### config.mk
export PLATFORM = sky130hd
export DESIGN_NAME = parallel_io_ports
export DESIGN_NICKNAME = d
export VERILOG_FILES = /design/src/verilog/gpio_cdfg_pkg.sv /design/src/verilog/parallel_io_ports.sv
export SDC_FILE = /design/constraint.sdc
export NUM_CORES = 1
export LEC_CHECK = 0
export BUFFER_PORTS_ARGS = -buffer_cell sky130_fd_sc_hd__buf_4
export CAP_MARGIN = 40
export CORE_ASPECT_RATIO = 2
export CORE_UTILIZATION = 45
export CTS_CLUSTER_SIZE = 24
export DETAILED_ROUTE_END_ITERATION = 16
export PLACE_DENSITY = 0.83
export SLEW_MARGIN = 10
export SYNTH_ARGS = -nofsm -noshare
export SYNTH_HDL_FRONTEND = slang
export SYNTH_SLANG_ARGS = --single-unit
### constraint.sdc
create_clock -name mclk -period 1.91 [get_ports mclk]
set_input_delay 0.0955 -clock mclk [delete_from_list [all_inputs] [get_ports mclk]]
set_output_delay 0.0955 -clock mclk [all_outputs]
set_load 0.02 [all_outputs]
### src/verilog/gpio_cdfg_pkg.sv
// Purpose: Shared constants and types for the parallel port block of ports C, D, F and G.
// Assumes: Byte-wide register port with a 16-bit address, registers at fixed byte addresses.
// Notes: Mode encoding is Gray along single, expanded, test, bootstrap.
package gpio_cdfg_pkg;

    // Register addresses.
    localparam logic [15:0] PORT_C_DATA_ADDR = 16'h1003;
    localparam logic [15:0] PORT_F_DATA_ADDR = 16'h1005;
    localparam logic [15:0] PORT_C_DIRECTION_ADDR = 16'h1007;
    localparam logic [15:0] PORT_D_DATA_ADDR = 16'h1008;
    localparam logic [15:0] PORT_D_DIRECTION_ADDR = 16'h1009;
    localparam logic [15:0] SERIAL_PERIPH_CONTROL_ADDR = 16'h1028;
    localparam logic [15:0] SYSTEM_OPTIONS_TWO_ADDR = 16'h1038;
    localparam logic [15:0] PORT_G_DATA_ADDR = 16'h1040;
    localparam logic [15:0] PORT_G_DIRECTION_ADDR = 16'h1041;
    localparam logic [15:0] PORT_G_ALT_SELECT_ADDR = 16'h1042;

    // Field positions.
    localparam int SYSTEM_OPTIONS_TWO_PORT_G_OPEN_DRAIN_SEL_BIT = 7;
    localparam int SYSTEM_OPTIONS_TWO_PORT_C_OPEN_DRAIN_SEL_BIT = 6;
    localparam int SYSTEM_OPTIONS_TWO_QUAD_CLOCK_OUT_ENABLE_BIT = 5;
    localparam int SERIAL_PERIPH_CONTROL_PORT_D_OPEN_DRAIN_SEL_BIT = 5;
    localparam int PROG_CS_BIT = 7;

    // Masks and reset values.
    localparam logic [7:0] BYTE_ZERO = 8'h00;
    localparam logic [7:0] BYTE_ONES = 8'hFF;
    localparam logic [7:0] SYSTEM_OPTIONS_TWO_IMPL_MASK = 8'hE0;
    localparam logic [7:0] SERIAL_PERIPH_CONTROL_IMPL_MASK = 8'h20;
    localparam logic [7:0] PORT_D_IMPL_MASK = 8'h3F;
    localparam logic [7:0] CS_ALT_MASK = 8'hF0;
    localparam logic [7:0] PG_ALT_RESET_EXPANDED = 8'h80;

    // Operating modes from the mode straps.
    typedef enum logic [1:0] {
        MODE_SINGLE = 2'b00,
        MODE_EXPANDED = 2'b01,
        MODE_TEST = 2'b11,
        MODE_BOOT = 2'b10
    } op_mode_t;

    // One register access from the master.
    typedef struct packed {
        logic [15:0] addr;
        logic [7:0] wdata;
        logic wr;
        logic rd;
    } reg_req_t;

    // Pin drive for eight pins: level and output enable.
    typedef struct packed {
        logic [7:0] out;
        logic [7:0] oe;
    } pin_drive_t;

endpackage

### src/verilog/parallel_io_ports.sv
// Purpose: Parallel I/O for ports C, D, F and G with direction, open-drain and bus overrides.
// Assumes: One clock mclk at 250 MHz, synchronous active-high reset, pins sampled synchronously.
// Notes: Pin drives and read data are registered, so pins follow a register write by one cycle.
`timescale 1ns/1ps

// Notes on behaviour
// - Port C direction bit: zero input, one output; all clear on reset.
// - Port D bits 5..0 serve as plain I/O or serial unit pins in every mode.
// - During reset every port D pin is an undriven input, direction cleared.
// - Port D open-drain select removes high-side drive in every mode.
// - Port D open-drain: zero drives low, one leaves the pin floating.
// - Port G resets to inputs, except bit 7 becomes program chip select when expanded.
// - Port G bits 7..4 offer chip selects; every bit has its own direction.
// - Port G open-drain select removes high-side drive in every mode.
// - Port G open-drain: zero pulls low, one releases the pin.
// - Port G direction bit: zero input, one output; resets to zero.
// - Options-two bit 6 selects port C open-drain when set, push-pull when clear.
// - Options-two bits 4..0 are absent and read as zero.
// - Port C open-drain only acts in single-chip or bootstrap mode.
module parallel_io_ports
    import gpio_cdfg_pkg::*;
(
    input wire logic mclk,
    input wire logic rst,
    input wire reg_req_t bus_req,
    output logic [7:0] rdata,
    input wire op_mode_t mode,
    input wire logic [7:0] port_c_pins_in,
    output pin_drive_t port_c_pins,
    input wire logic [7:0] port_d_pins_in,
    output pin_drive_t port_d_pins,
    output pin_drive_t port_f_pins,
    input wire logic [7:0] port_g_pins_in,
    output pin_drive_t port_g_pins,
    input wire logic [7:0] data_bus_out,
    input wire logic data_bus_oe,
    output logic [7:0] data_bus_in,
    input wire logic [7:0] low_address,
    input wire logic [5:0] serial_out,
    input wire logic [5:0] serial_oe,
    output logic [5:0] serial_in,
    input wire logic [3:0] chip_select,
    output logic quad_clock_output
);

    // Software-visible state.
    logic [7:0] port_c_data, next_port_c_data;
    logic [7:0] port_c_direction, next_port_c_direction;
    logic [7:0] port_d_data, next_port_d_data;
    logic [7:0] port_d_direction, next_port_d_direction;
    logic [7:0] port_f_data, next_port_f_data;
    logic [7:0] port_g_data, next_port_g_data;
    logic [7:0] port_g_direction, next_port_g_direction;
    logic [7:0] port_g_alt, next_port_g_alt;
    logic [7:0] serial_periph_control, next_serial_periph_control;
    logic [7:0] system_options_two, next_system_options_two;
    logic [7:0] next_rdata;
    pin_drive_t next_port_c_pins, next_port_d_pins, next_port_f_pins, next_port_g_pins;
    logic next_quad_clock_output;
    logic expanded;
    logic port_d_open_drain_sel, port_g_open_drain_sel, port_c_open_drain_sel;
    logic quad_clock_out_enable;
    logic [7:0] port_g_value, port_c_read, port_d_read, port_g_read;

    // Drive helper: open-drain keeps the low side only, so a one floats the pin.
    function automatic pin_drive_t drive(input logic [7:0] val, input logic [7:0] en,
                                         input logic od);
        pin_drive_t d;
        d.out = od ? BYTE_ZERO : val;
        d.oe = od ? (en & ~val) : en;
        return d;
    endfunction

    // Mode decode and option bits; test mode is treated as an expanded mode.
    assign expanded = (mode == MODE_EXPANDED) || (mode == MODE_TEST);
    assign port_d_open_drain_sel = serial_periph_control[SERIAL_PERIPH_CONTROL_PORT_D_OPEN_DRAIN_SEL_BIT];
    assign port_g_open_drain_sel = system_options_two[SYSTEM_OPTIONS_TWO_PORT_G_OPEN_DRAIN_SEL_BIT];
    assign port_c_open_drain_sel = system_options_two[SYSTEM_OPTIONS_TWO_PORT_C_OPEN_DRAIN_SEL_BIT];
    assign quad_clock_out_enable = system_options_two[SYSTEM_OPTIONS_TWO_QUAD_CLOCK_OUT_ENABLE_BIT];

    // Outputs read back the latch, inputs read the pin.
    assign port_c_read = (port_c_direction & port_c_data) | (~port_c_direction & port_c_pins_in);
    assign port_d_read = ((port_d_direction & port_d_data) | (~port_d_direction & port_d_pins_in))
                         & PORT_D_IMPL_MASK;
    assign port_g_read = (port_g_direction & port_g_data) | (~port_g_direction & port_g_pins_in);

    // Port G data merged with the chip selects on bits 7..4.
    assign port_g_value = (port_g_alt & {chip_select, 4'h0}) | (~port_g_alt & port_g_data);

    // Register writes and read decode.
    always_comb begin
        next_port_c_data = port_c_data;
        next_port_c_direction = port_c_direction;
        next_port_d_data = port_d_data;
        next_port_d_direction = port_d_direction;
        next_port_f_data = port_f_data;
        next_port_g_data = port_g_data;
        next_port_g_direction = port_g_direction;
        next_port_g_alt = port_g_alt;
        next_serial_periph_control = serial_periph_control;
        next_system_options_two = system_options_two;
        next_rdata = BYTE_ZERO;
        if (bus_req.wr) begin
            case (bus_req.addr)
                PORT_C_DATA_ADDR: next_port_c_data = bus_req.wdata;
                PORT_C_DIRECTION_ADDR: next_port_c_direction = bus_req.wdata;
                PORT_D_DATA_ADDR: next_port_d_data = bus_req.wdata & PORT_D_IMPL_MASK;
                PORT_D_DIRECTION_ADDR: next_port_d_direction = bus_req.wdata & PORT_D_IMPL_MASK;
                PORT_F_DATA_ADDR: next_port_f_data = bus_req.wdata;
                PORT_G_DATA_ADDR: next_port_g_data = bus_req.wdata;
                PORT_G_DIRECTION_ADDR: next_port_g_direction = bus_req.wdata;
                PORT_G_ALT_SELECT_ADDR: next_port_g_alt = bus_req.wdata & CS_ALT_MASK;
                SERIAL_PERIPH_CONTROL_ADDR: next_serial_periph_control = bus_req.wdata & SERIAL_PERIPH_CONTROL_IMPL_MASK;
                SYSTEM_OPTIONS_TWO_ADDR: next_system_options_two = bus_req.wdata & SYSTEM_OPTIONS_TWO_IMPL_MASK;
                default: ;
            endcase
        end
        // Unmapped reads answer zero; data stands only in the cycle after the strobe.
        if (bus_req.rd) begin
            case (bus_req.addr)
                PORT_C_DATA_ADDR: next_rdata = port_c_read;
                PORT_C_DIRECTION_ADDR: next_rdata = port_c_direction;
                PORT_D_DATA_ADDR: next_rdata = port_d_read;
                PORT_D_DIRECTION_ADDR: next_rdata = port_d_direction;
                PORT_F_DATA_ADDR: next_rdata = port_f_data;
                PORT_G_DATA_ADDR: next_rdata = port_g_read;
                PORT_G_DIRECTION_ADDR: next_rdata = port_g_direction;
                PORT_G_ALT_SELECT_ADDR: next_rdata = port_g_alt;
                SERIAL_PERIPH_CONTROL_ADDR: next_rdata = serial_periph_control;
                SYSTEM_OPTIONS_TWO_ADDR: next_rdata = system_options_two & SYSTEM_OPTIONS_TWO_IMPL_MASK;
                default: next_rdata = BYTE_ZERO;
            endcase
        end
    end

    // Register the software state; port G alternate reset depends on the mode straps.
    always_ff @(posedge mclk) begin
        if (rst) begin
            port_c_data <= BYTE_ZERO;
            port_c_direction <= BYTE_ZERO;
            port_d_data <= BYTE_ZERO;
            port_d_direction <= BYTE_ZERO;
            port_f_data <= BYTE_ZERO;
            port_g_data <= BYTE_ZERO;
            port_g_direction <= BYTE_ZERO;
            port_g_alt <= expanded ? PG_ALT_RESET_EXPANDED : BYTE_ZERO;
            serial_periph_control <= BYTE_ZERO;
            system_options_two <= BYTE_ZERO;
            rdata <= BYTE_ZERO;
        end else begin
            port_c_data <= next_port_c_data;
            port_c_direction <= next_port_c_direction;
            port_d_data <= next_port_d_data;
            port_d_direction <= next_port_d_direction;
            port_f_data <= next_port_f_data;
            port_g_data <= next_port_g_data;
            port_g_direction <= next_port_g_direction;
            port_g_alt <= next_port_g_alt;
            serial_periph_control <= next_serial_periph_control;
            system_options_two <= next_system_options_two;
            rdata <= next_rdata;
        end
    end

    // Pin drive computation. Serial units take a port D pin only while they enable it,
    // so a disabled serial unit hands the pin back to the data and direction registers.
    always_comb begin
        if (expanded) begin
            next_port_c_pins = drive(data_bus_out, {8{data_bus_oe}}, 1'b0);
            next_port_f_pins = drive(low_address, BYTE_ONES, 1'b0);
        end else begin
            next_port_c_pins = drive(port_c_data, port_c_direction, port_c_open_drain_sel);
            next_port_f_pins = drive(port_f_data, BYTE_ONES, 1'b0);
        end
        next_port_d_pins = drive(((port_d_data & ~{2'b00, serial_oe}) | {2'b00, serial_oe & serial_out})
                                 & PORT_D_IMPL_MASK,
                                 (port_d_direction | {2'b00, serial_oe}) & PORT_D_IMPL_MASK,
                                 port_d_open_drain_sel);
        next_port_g_pins = drive(port_g_value, port_g_direction | port_g_alt,
                                 port_g_open_drain_sel);
        // The divider runs only while enabled, so the pin rests low when off.
        next_quad_clock_output = quad_clock_out_enable & ~quad_clock_output;
    end

    // Register pins and sampled inputs; reset leaves every pin undriven.
    always_ff @(posedge mclk) begin
        if (rst) begin
            port_c_pins <= '0;
            port_d_pins <= '0;
            port_f_pins <= '0;
            port_g_pins <= '0;
            data_bus_in <= BYTE_ZERO;
            serial_in <= 6'h00;
            quad_clock_output <= 1'b0;
        end else begin
            port_c_pins <= next_port_c_pins;
            port_d_pins <= next_port_d_pins;
            port_f_pins <= next_port_f_pins;
            port_g_pins <= next_port_g_pins;
            data_bus_in <= port_c_pins_in;
            serial_in <= port_d_pins_in[5:0];
            quad_clock_output <= next_quad_clock_output;
        end
    end

    // Checks on the registered pin behaviour.
    a_port_c_direction_reset_clear: assert property (@(posedge mclk) disable iff (rst)
        $past(rst) |-> (port_c_direction == BYTE_ZERO && port_g_direction == BYTE_ZERO))
        else $error("direction registers not cleared by reset");
    a_pd_reset_float: assert property (@(posedge mclk) disable iff (rst)
        $past(rst) |-> (port_d_pins.oe == BYTE_ZERO && port_d_direction == BYTE_ZERO))
        else $error("port D driven after reset");
    a_pd_no_high: assert property (@(posedge mclk) disable iff (rst)
        $past(port_d_open_drain_sel) |-> ((port_d_pins.oe & port_d_pins.out) == BYTE_ZERO))
        else $error("port D high side active in open-drain mode");
    a_pd_od_low: assert property (@(posedge mclk) disable iff (rst)
        (port_d_open_drain_sel && port_d_direction[0] && !port_d_data[0] && !serial_oe[0])
        |=> (port_d_pins.oe[0] && !port_d_pins.out[0]))
        else $error("port D open-drain zero not driven low");
    a_pd_serial_pin: assert property (@(posedge mclk) disable iff (rst)
        (serial_oe[1] && !port_d_open_drain_sel) |=> (port_d_pins.oe[1] && port_d_pins.out[1] == $past(serial_out[1])))
        else $error("serial output not on port D pin");
    a_pg7_prog_cs: assert property (@(posedge mclk)
        ($past(rst) && !rst && $past(expanded)) |-> port_g_alt[PROG_CS_BIT])
        else $error("program chip select not selected after expanded reset");
    a_pg_no_high: assert property (@(posedge mclk) disable iff (rst)
        $past(port_g_open_drain_sel) |-> ((port_g_pins.oe & port_g_pins.out) == BYTE_ZERO))
        else $error("port G high side active in open-drain mode");
    a_pg_od_release: assert property (@(posedge mclk) disable iff (rst)
        (port_g_open_drain_sel && port_g_data[0] && port_g_direction[0]) |=> !port_g_pins.oe[0])
        else $error("port G open-drain one still driven");
    a_pc_od_single: assert property (@(posedge mclk) disable iff (rst)
        (port_c_open_drain_sel && !expanded) |=> ((port_c_pins.oe & port_c_pins.out) == BYTE_ZERO))
        else $error("port C high side active in open-drain mode");
    a_pc_bus_lines: assert property (@(posedge mclk) disable iff (rst)
        (expanded && data_bus_oe) |=> (port_c_pins.oe == BYTE_ONES && port_c_pins.out == $past(data_bus_out)))
        else $error("port C not following data bus");
    a_pf_addr_lines: assert property (@(posedge mclk) disable iff (rst)
        expanded |=> (port_f_pins.out == $past(low_address)))
        else $error("port F not following low address");
    a_system_options_two_low_zero: assert property (@(posedge mclk) disable iff (rst)
        (bus_req.rd && bus_req.addr == SYSTEM_OPTIONS_TWO_ADDR) |=> (rdata[4:0] == 5'h00))
        else $error("options-two low bits read nonzero");
    a_pd_top_zero: assert property (@(posedge mclk) disable iff (rst)
        (bus_req.rd && bus_req.addr == PORT_D_DATA_ADDR) |=> (rdata[7:6] == 2'b00))
        else $error("port D bits 7 and 6 read nonzero");
    a_quad_clock_gate: assert property (@(posedge mclk) disable iff (rst)
        !quad_clock_out_enable |=> !quad_clock_output)
        else $error("quad clock output running while disabled");

endmodule // parallel_io_ports
==> run_results.csv, run 1 <==
group,metric,value,unit
outcome,status,"finished, final reports clean",
clock_network,clkTransAtPathRegs,60,ps
synthesis,syn_area,5660,µm²
global_route,antenna_found_initial,0,
global_route,grt_pass1_vias,5744,
critical_path,crit_arrival,1990,ps
critical_path,cp.required,2170,ps
sta,min_period_over_period,90.3,%
global_route,grt_pass1_wl,29.4,mm
final_layout,nFillCells,905,
global_route,grt_overflow,0,
routing,wl,19.0,mm
synthesis,post-synth-top-count-cell,"dfxtp_1",
routing,postRouteAntennaNets,0,
critical_path,worstRegToRegCells,5,
synthesis,synth.avg_cell_area,9.45,µm²
synthesis,synth_top_cell_area_share,46.7,%
critical_path,cp-start-kind,"register",
pwr,ir_drop,0.753,mV
pwr,p_per_area,839,nW/µm²
clock_network,cts_setup_buffers,0,
clock_network,clockBufferDepth,2,
placement,place_hpwl,13.4,mm
die,ios,174,
synthesis,netlist_instances,599,
pwr,p_leak,0.00348,µW
sta,holdWs,14.0,ps
final_layout,syn2layout_area_growth,46.7,%
synthesis,seq_area_frac_synth,48.8,%
die,initial_core_util,46.4,%
sta,max_freq,0.580,GHz
clock_network,cts_max_level,4,
synthesis,ys_ff_latch,136,
synthesis,async_reset_ff_share,0,%
sta,skew,8.83,ps
clock_network,cts_root_buf,"clkbuf_16",
sta,drv_slew,0,
sta,setup_violations,0,
die,die_y,161,µm
worst_hold_path,min_path_cells,3,
critical_path,rrSetupSlack,190,ps
critical_path,path_class,"register to register",
synthesis,yosysUniqueCellTypes,50,
sta,tightest_slew,726,ps
die,die_area,13100,µm²
synthesis,synth_common_cells,"132 x dfxtp_1, 63 x nand2_1, 59 x a21oi_1",
clock_network,numCtsBuffers,17,
die,core,12200,µm²
sta,fin_tns_setup,0,ps
sta,min_period,1720,ps
sta,rsz0062_at_grt,"no",
placement,port_buffers,166,
synthesis,synth_flop_cell,"dfxtp_1",
final_layout,design_area,8300,µm²
routing,routed-via-count,5599,
sta,slew_headroom,51.6,%
clock_network,clkLatencyLatePin,420,ps
global_route,grtUsageTotal,30.3,%
routing,wl_per_cell,19.1,µm
synthesis,yosysTopAreaCell,"dfxtp_1",
global_route,grt_max_degree,71,
synthesis,synthTopCellsByArea,"dfxtp_1 47%, mux2i_1 7.4%, a21oi_1 5.2%, nand2_1 4.2%, nand3_1 3.5%",
critical_path,crit_fanout,4,
die,die-width,81.3,µm
final_layout,diodes,0,
placement,dpl-instance-area,7230,µm²
placement,gp_congestion,0.935,
run,drv_cap,0,
routing,firstDrtPassIters,7,
final_layout,drive_above_1_share,32.7,%
routing,routed_via_density,5.63,
pwr,power,6970,µW
final_layout,fin_nets,921,
sta,finalHoldViolCount,0,
die,rows,57,
critical_path,crit_path_end_kind,"register",
synthesis,yosysWarnings,0,
routing,route.detailed.drc,0,
worst_hold_path,hp-class,"input port to register",
clock_network,cts_tree,"yes",
routing,drt_iter0_markers,367,
synthesis,synth_edf_count,4,
clock_network,cts.sinks,136,
-- cell families after synthesis --
logic type             Yosys count  share of synthesized area (%)
other                            1                         0.0663
AO/OA/AOI/OAI                  108                           12.3
buffers and inverters           55                           5.13
multiplexers                    55                           10.0
flip-flops                     136                           48.8
AND/OR/NAND/NOR                244                           23.7
-- power by group --
| part | total (µW) | switching, µW | internal (µW) | leakage [µW] |
|---|---|---|---|---|
| clock | 3300 | 1260 | 2040 | 0.000280 |
| sequential | 2950 | 28.1 | 2920 | 0.00111 |
| combinational | 722 | 367 | 355 | 0.00208 |
| total | 6970 | 1660 | 5310 | 0.00348 |
-- cell usage in the layout (no fill, tap or decap), types with 11 or more instances in the layout --
cell type,Yosys,layout
nor2b_1,21,21
nand2_1,63,63
mux2_2,13,13
dlygate4sd3_1,0,49
mux2i_1,42,42
nand3_1,40,40
nor2_1,50,50
a21oi_1,59,59
clkbuf_16,0,17
dfxtp_1,132,132
buf_4,16,211
nor3b_1,11,11
-- sequential cells by signal, summed over array words and instances, names as in the netlist --
name and count:
rdata 8, quad_clock_output 1, port_c_pins 16, port_d_direction 6, port_g_alt 4, port_d_data 6, system_options_two 3, port_f_data 8
port_g_data 8, data_bus_in 8, serial_periph_control 1, port_g_pins 16, port_c_direction 8, port_c_data 8, serial_in 6, port_f_pins 9
port_g_direction 8, port_d_pins 12
-- path summary, 6_finish.rpt --
| check | startpoint | to |
|---|---|---|
| setup / recovery | port_g_direction[4] | rdata[4] |
| hold / removal | bus_req[4] | port_d_direction[2] |
| setup reg to reg | port_g_direction[4] | rdata[4] |
| hold reg to reg | quad_clock_output | quad_clock_output |
-- area by class of cell --
type                    instances  area [µm²]  share of cell area, %
flip-flops and latches        136        2760                   33.3
well taps                     147         184                   2.22
multi-input cells             411        2620                   31.5
repair buffers                263        2130                   25.7
clock inverters                14         156                   1.88
inverters                       5        18.8                  0.226
clock buffers                  18         429                   5.17
-- what timing repair did --
action                    4_1_cts  5_1_grt
hold endpoints to repair       52        0
hold buffers                   49        0
resized for setup               0        0
-- per-layer routing --
| layer | GRT usage (%) | wire (µm) | vias up |
|---|---|---|---|
| li1 | - | - | 2593 |
| met1 | 31.9 | 6570 | 2645 |
| met2 | 51.9 | 10100 | 291 |
| met3 | 5.00 | 1080 | 70 |
| met4 | 22.1 | 1240 | 0 |
| met5 | 0 | 0 | - |
-- worst max-delay path, cell delays in order (launching register included) --
cell,delay (ps)
dfxtp_1,420
nor2_1,80
a22oi_1,280
nor3_1,80
a221oi_1,500
a31oi_1,220
-- through the flow --
| stage | utilization, % | instances | worst slack (ps) |
|---|---|---|---|
| floorplan | - | 602 | 50.5 |
| global placement | 59.2 | 913 | -118 |
| detailed placement | 59.2 | 913 | -135 |
| CTS | 68.1 | 994 | 220 |
| global route | 68.1 | 994 | 190 |
| finish | 68.1 | 994 | 185 |
Note: power is estimated with default switching activity, not from simulation.
==> run 2, diff against run 1 <==
--- a/config.mk
+++ b/config.mk
@@ -11,7 +11,7 @@
 export CORE_UTILIZATION = 45
 export CTS_CLUSTER_SIZE = 24
 export DETAILED_ROUTE_END_ITERATION = 16
-export PLACE_DENSITY = 0.83
+export PLACE_DENSITY_LB_ADDON = 0.2
 export SLEW_MARGIN = 10
 export SYNTH_ARGS = -nofsm -noshare
 export SYNTH_HDL_FRONTEND = slang
==> run 2 against run 1 <==
Clock-buffer cell count rose by 4. Largest power group unchanged. Final area barely moved. Clock power rose by 2%. Sequential share of layout area barely moved. First-iteration DRC count fell by 15%.
==> run_results.csv, run 2 (same netlist as run 1, synthesis figures left out) <==
group,metric,value,unit
outcome,status,"finished, final reports clean",
global_route,grt_overflow,0,
clock_network,numCtsBuffers,17,
die,die-width,81.3,µm
clock_network,clockBufferDepth,2,
critical_path,crit_arrival,2000,ps
routing,routed-via-count,5465,
critical_path,path_buf_inv,3,
sta,setup_violations,0,
final_layout,syn2layout_area_growth,46.9,%
critical_path,cp.required,2230,ps
final_layout,design_area,8310,µm²
critical_path,startpoint,"bus_req[23]",
run,drv_cap,0,
critical_path,crit_fanout,6,
sta,drv_slew,0,
sta,tightest_slew,678,ps
sta,finalHoldViolCount,0,
critical_path,path_class,"input port to register",
global_route,grtUsageTotal,30.0,%
sta,min_period,1670,ps
clock_network,ctsResizeCount,0,
critical_path,crit_path_frequent_cell,"buf_4",
routing,wl_per_cell,18.9,µm
die,initial_core_util,46.4,%
clock_network,cts_root_buf,"clkbuf_16",
critical_path,regToRegEndpoint,"rdata[6]",
pwr,ir_drop,0.987,mV
die,die_y,161,µm
pwr,p_leak,0.00348,µW
die,ios,174,
clock_network,cts.sinks,136,
sta,slew_headroom,54.7,%
sta,holdWs,13.9,ps
clock_network,cts_tree,"yes",
critical_path,crit_path_end,"rdata[3]",
routing,route.detailed.drc,0,
final_layout,final_cell_mix,"207 x buf_4, 132 x dfxtp_1, 63 x nand2_1, 59 x a21oi_1",
critical_path,r2r_start,"port_g_direction[6]",
die,core,12200,µm²
sta,fin_tns_setup,0,ps
critical_path,cp-start-kind,"input port",
final_layout,fin_nets,919,
clock_network,cts_max_level,4,
critical_path,crit_chain,"buf_4 > or4b_4 > or2_1 > nor3b_1 > o41ai_1 > buf_2 > buf_4 > a31oi_1",
critical_path,path_depth,8,
critical_path,path_delay_family,"simple AND/OR/NAND/NOR gates",
final_layout,fin_util,68.1,%
routing,drt_iter0_markers,311,
worst_hold_path,hp-class,"input port to register",
critical_path,slowest_stage,"or4b_4",
die,die_area,13100,µm²
global_route,antenna_found_initial,0,
critical_path,crit_path_max_incr_delay,600,ps
sta,rsz0062_at_grt,"no",
sta,skew,5.64,ps
clock_network,clkTransAtPathRegs,60,ps
critical_path,worstRegToRegCells,5,
final_layout,drive_above_1_share,33.0,%
global_route,grt_pass1_wl,29.2,mm
placement,dpl-instance-area,7200,µm²
final_layout,largestRegisters,"port_c_pins x16, port_g_pins x16, port_d_pins x12",
routing,postRouteAntennaNets,0,
critical_path,rrSetupSlack,260,ps
global_route,grt_pass1_vias,5605,
final_layout,diodes,0,
global_route,grt_max_degree,37,
routing,wl,18.7,mm
pwr,power,7010,µW
sta,min_period_over_period,87.7,%
critical_path,crit_path_end_kind,"register",
die,rows,57,
routing,routed_via_density,5.51,
placement,port_buffers,166,
clock_network,clkLatencyLatePin,420,ps
routing,firstDrtPassIters,5,
pwr,p_per_area,844,nW/µm²
placement,gp_congestion,0.950,
sta,max_freq,0.597,GHz
placement,place_hpwl,13.4,mm
final_layout,final_common_cell,"buf_4",
run 2: power by group:
group	switching (µW)	total (µW)	internal (µW)
Combinational	365	720	356
Sequential	26.2	2940	2920
Clock	1250	3350	2100
run 2: stage by stage:
step	instances	setup WS, ps
after detailed placement	910	-194
after global routing	992	139
final	992	235
after global placement	909	-244
after CTS	992	237
after floorplan	602	50.5
run 2: repair_timing:
action	4_1_cts	5_1_grt
hold endpoints to repair	52	0
buffers inserted	0	0
hold buffers	50	0
run 2: how the worst min path moves through the flow:
| stage | startpoint | end | slack (ps) | cells after the start |
|---|---|---|---|---|
| final | bus_req[3] | port_g_direction[1] | 10 | 3 |
| after global routing | bus_req[2] | port_g_direction[0] | 10 | 3 |
| after CTS | chip_select[0] | port_g_pins[12] | 0.03 | 3 |
| after detailed placement | port_d_pins_in[5] | serial_in[5] | 330 | 2 |
| after global placement | port_d_pins_in[1] | serial_in[1] | 320 | 2 |
| after floorplan | port_c_pins_in[0] | data_bus_in[0] | 220 | 1 |
run 2: per-layer routing:
metal	track usage, %	wire [µm]	vias up
met5	0	0	-
met4	19.6	1070	0
met3	5.74	963	67
met2	52.3	9780	228
met1	31.3	6940	2588
li1	-	-	2582
run 2: area by class of cell:
class,instances,area (µm²)
Tap cell,147,184
Inverter,5,18.8
Timing Repair Buffer,261,2120
Sequential cell,136,2760
Multi-Input combinational cell,411,2620
Clock inverter,10,114
Fill cell,1000,3890
Clock buffer,22,494
run 2: worst min-delay path: stages:
cell	delay, ps
buf_4	160
nand3_1	70
a21oi_1	60
==> run 3, diff against run 2 <==
--- a/config.mk
+++ b/config.mk
@@ -9,6 +9,7 @@
 export CAP_MARGIN = 40
 export CORE_ASPECT_RATIO = 2
 export CORE_UTILIZATION = 45
+export CTS_BUF_LIST = sky130_fd_sc_hd__clkbuf_8 sky130_fd_sc_hd__clkbuf_16
 export CTS_CLUSTER_SIZE = 24
 export DETAILED_ROUTE_END_ITERATION = 16
 export PLACE_DENSITY_LB_ADDON = 0.2
==> constraint.sdc (replaced) <==
create_clock -name mclk -period 1.7 [get_ports mclk]
set_input_delay 0.085 -clock mclk [delete_from_list [all_inputs] [get_ports mclk]]
set_output_delay 0.085 -clock mclk [all_outputs]
set_load 0.02 [all_outputs]
==> run 3 against run 2 <==
Global-route usage up 0.38 points. Final cell count up 2.2%. Sequential power up 13%. Critical path type unchanged.
==> run_results.csv, run 3 (same netlist as run 1, synthesis figures left out) <==
group,metric,value,unit
final_layout,fin_util,69.5,%
global_route,grt_max_degree,47,
sta,tightest_slew,685,ps
sta,drv_slew,0,
final_layout,syn2layout_area_growth,49.9,%
sta,setup_violations,0,
outcome,status,"finished, final reports clean",
pwr,ir_drop,0.769,mV
critical_path,cp.required,2020,ps
sta,rsz0062_at_grt,"no",
sta,holdWs,14.4,ps
final_layout,final_common_cell,"buf_4",
placement,place_hpwl,13.9,mm
die,ios,174,
sta,max_freq,0.611,GHz
placement,dp_slack,-436,ps
final_layout,largestRegisters,"port_c_pins x16, port_g_pins x16, port_d_pins x12",
critical_path,cp-start-kind,"input port",
global_route,antenna_found_initial,0,
sta,finalHoldViolCount,0,
critical_path,crit_arrival,1960,ps
global_route,grt_pass1_wl,29.3,mm
die,die_area,13100,µm²
placement,gp_congestion,0.904,
routing,firstDrtPassIters,6,
routing,routed_via_density,5.51,
final_layout,drive_above_1_share,34.7,%
pwr,p_per_area,916,nW/µm²
placement,port_buffers,166,
placement,placed_cells,930,
final_layout,final_cell_mix,"228 x buf_4, 132 x dfxtp_1, 62 x nand2_1, 59 x a21oi_1, 54 x dlygate4sd3_1",
routing,wl,19.2,mm
routing,postRouteAntennaNets,0,
global_route,grtUsageTotal,30.3,%
final_layout,nFillCells,945,
clock_network,cts_root_buf,"clkbuf_16",
clock_network,clkLatencyLatePin,420,ps
pwr,p_leak,0.00359,µW
sta,min_period_over_period,96.3,%
critical_path,crit_fanout,8,
clock_network,cts_max_level,4,
final_layout,final_cells,1014,
clock_network,numCtsBuffers,17,
clock_network,cts_setup_buffers,0,
sta,min_period,1640,ps
final_layout,fin_nets,942,
clock_network,clockBufferDepth,2,
clock_network,cts.sinks,136,
die,core,12200,µm²
sta,slew_headroom,53.8,%
critical_path,path_class,"input port to register",
routing,route.detailed.drc,0,
routing,drt_iter0_markers,423,
routing,wl_per_cell,18.9,µm
die,rows,57,
final_layout,diodes,0,
routing,routed-via-count,5585,
run,drv_cap,0,
die,die-width,81.3,µm
critical_path,crit_path_end_kind,"register",
global_route,grt_pass1_vias,5649,
clock_network,cts_tree,"yes",
global_route,grt_overflow,0,
die,die_y,161,µm
clock_network,clkTransAtPathRegs,60,ps
worst_hold_path,hp-class,"input port to register",
sta,layout_setup_ws,62.5,ps
die,initial_core_util,46.4,%
sta,skew,15.0,ps
[run 3: stage by stage]
stage	cell area, µm²	setup TNS, ps	power [µW]
after floorplan	5680	-2170	3720
final	8480	0	7760
after detailed placement	7350	-16590	4100
after global placement	7340	-15190	4090
after global routing	8480	0	7990
after CTS	8470	0	7800
[run 3: path summary, 6_finish.rpt]
check             slack (ps)           startpoint  cells after the start             endpoint
setup / recovery          60          bus_req[23]                      8             rdata[0]
hold / removal            10           bus_req[4]                      3  port_g_direction[2]
setup reg to reg         120  port_g_direction[0]                      4             rdata[0]
hold reg to reg          440    quad_clock_output                      1    quad_clock_output
[run 3: repair_timing]
item,CTS,global route
pin swaps,0,1
resized for setup,1,3
endpoints found under the hold margin,50,0
hold buffers,54,0
endpoints found under the setup margin,1,6
[run 3: power by group]
part | internal (µW) | leakage, µW | total, µW | switching, µW
Clock | 2220 | 0.000282 | 3620 | 1400
Sequential | 3280 | 0.00111 | 3310 | 29.9
Combinational | 418 | 0.00219 | 836 | 418
Total | 5920 | 0.00359 | 7760 | 1840
[run 3: worst max-delay path, stage by stage]
cell	delay [ps]
buf_4	110
or4b_4	600
or2_4	300
buf_4	140
nor3_4	220
buf_4	210
nand2_1	70
a31oi_1	220
[run 3: layer usage]
metal  track usage, %  wire [µm]  vias up
met5                0          0        -
met4             15.2        679        0
met3             5.00        988       35
met2             54.7      10600      233
met1             32.6       6940     2680
li1                 -          -     2637
[run 3: area by class of cell]
cell class / instances / area (µm²) / area share, %
Sequential cell: 136 / 2760 / 32.6
Multi-Input combinational cell: 411 / 2640 / 31.1
Timing Repair Buffer: 284 / 2290 / 27.0
Clock buffer: 19 / 453 / 5.34
Tap cell: 147 / 184 / 2.17
Clock inverter: 12 / 128 / 1.51
Inverter: 5 / 18.8 / 0.221
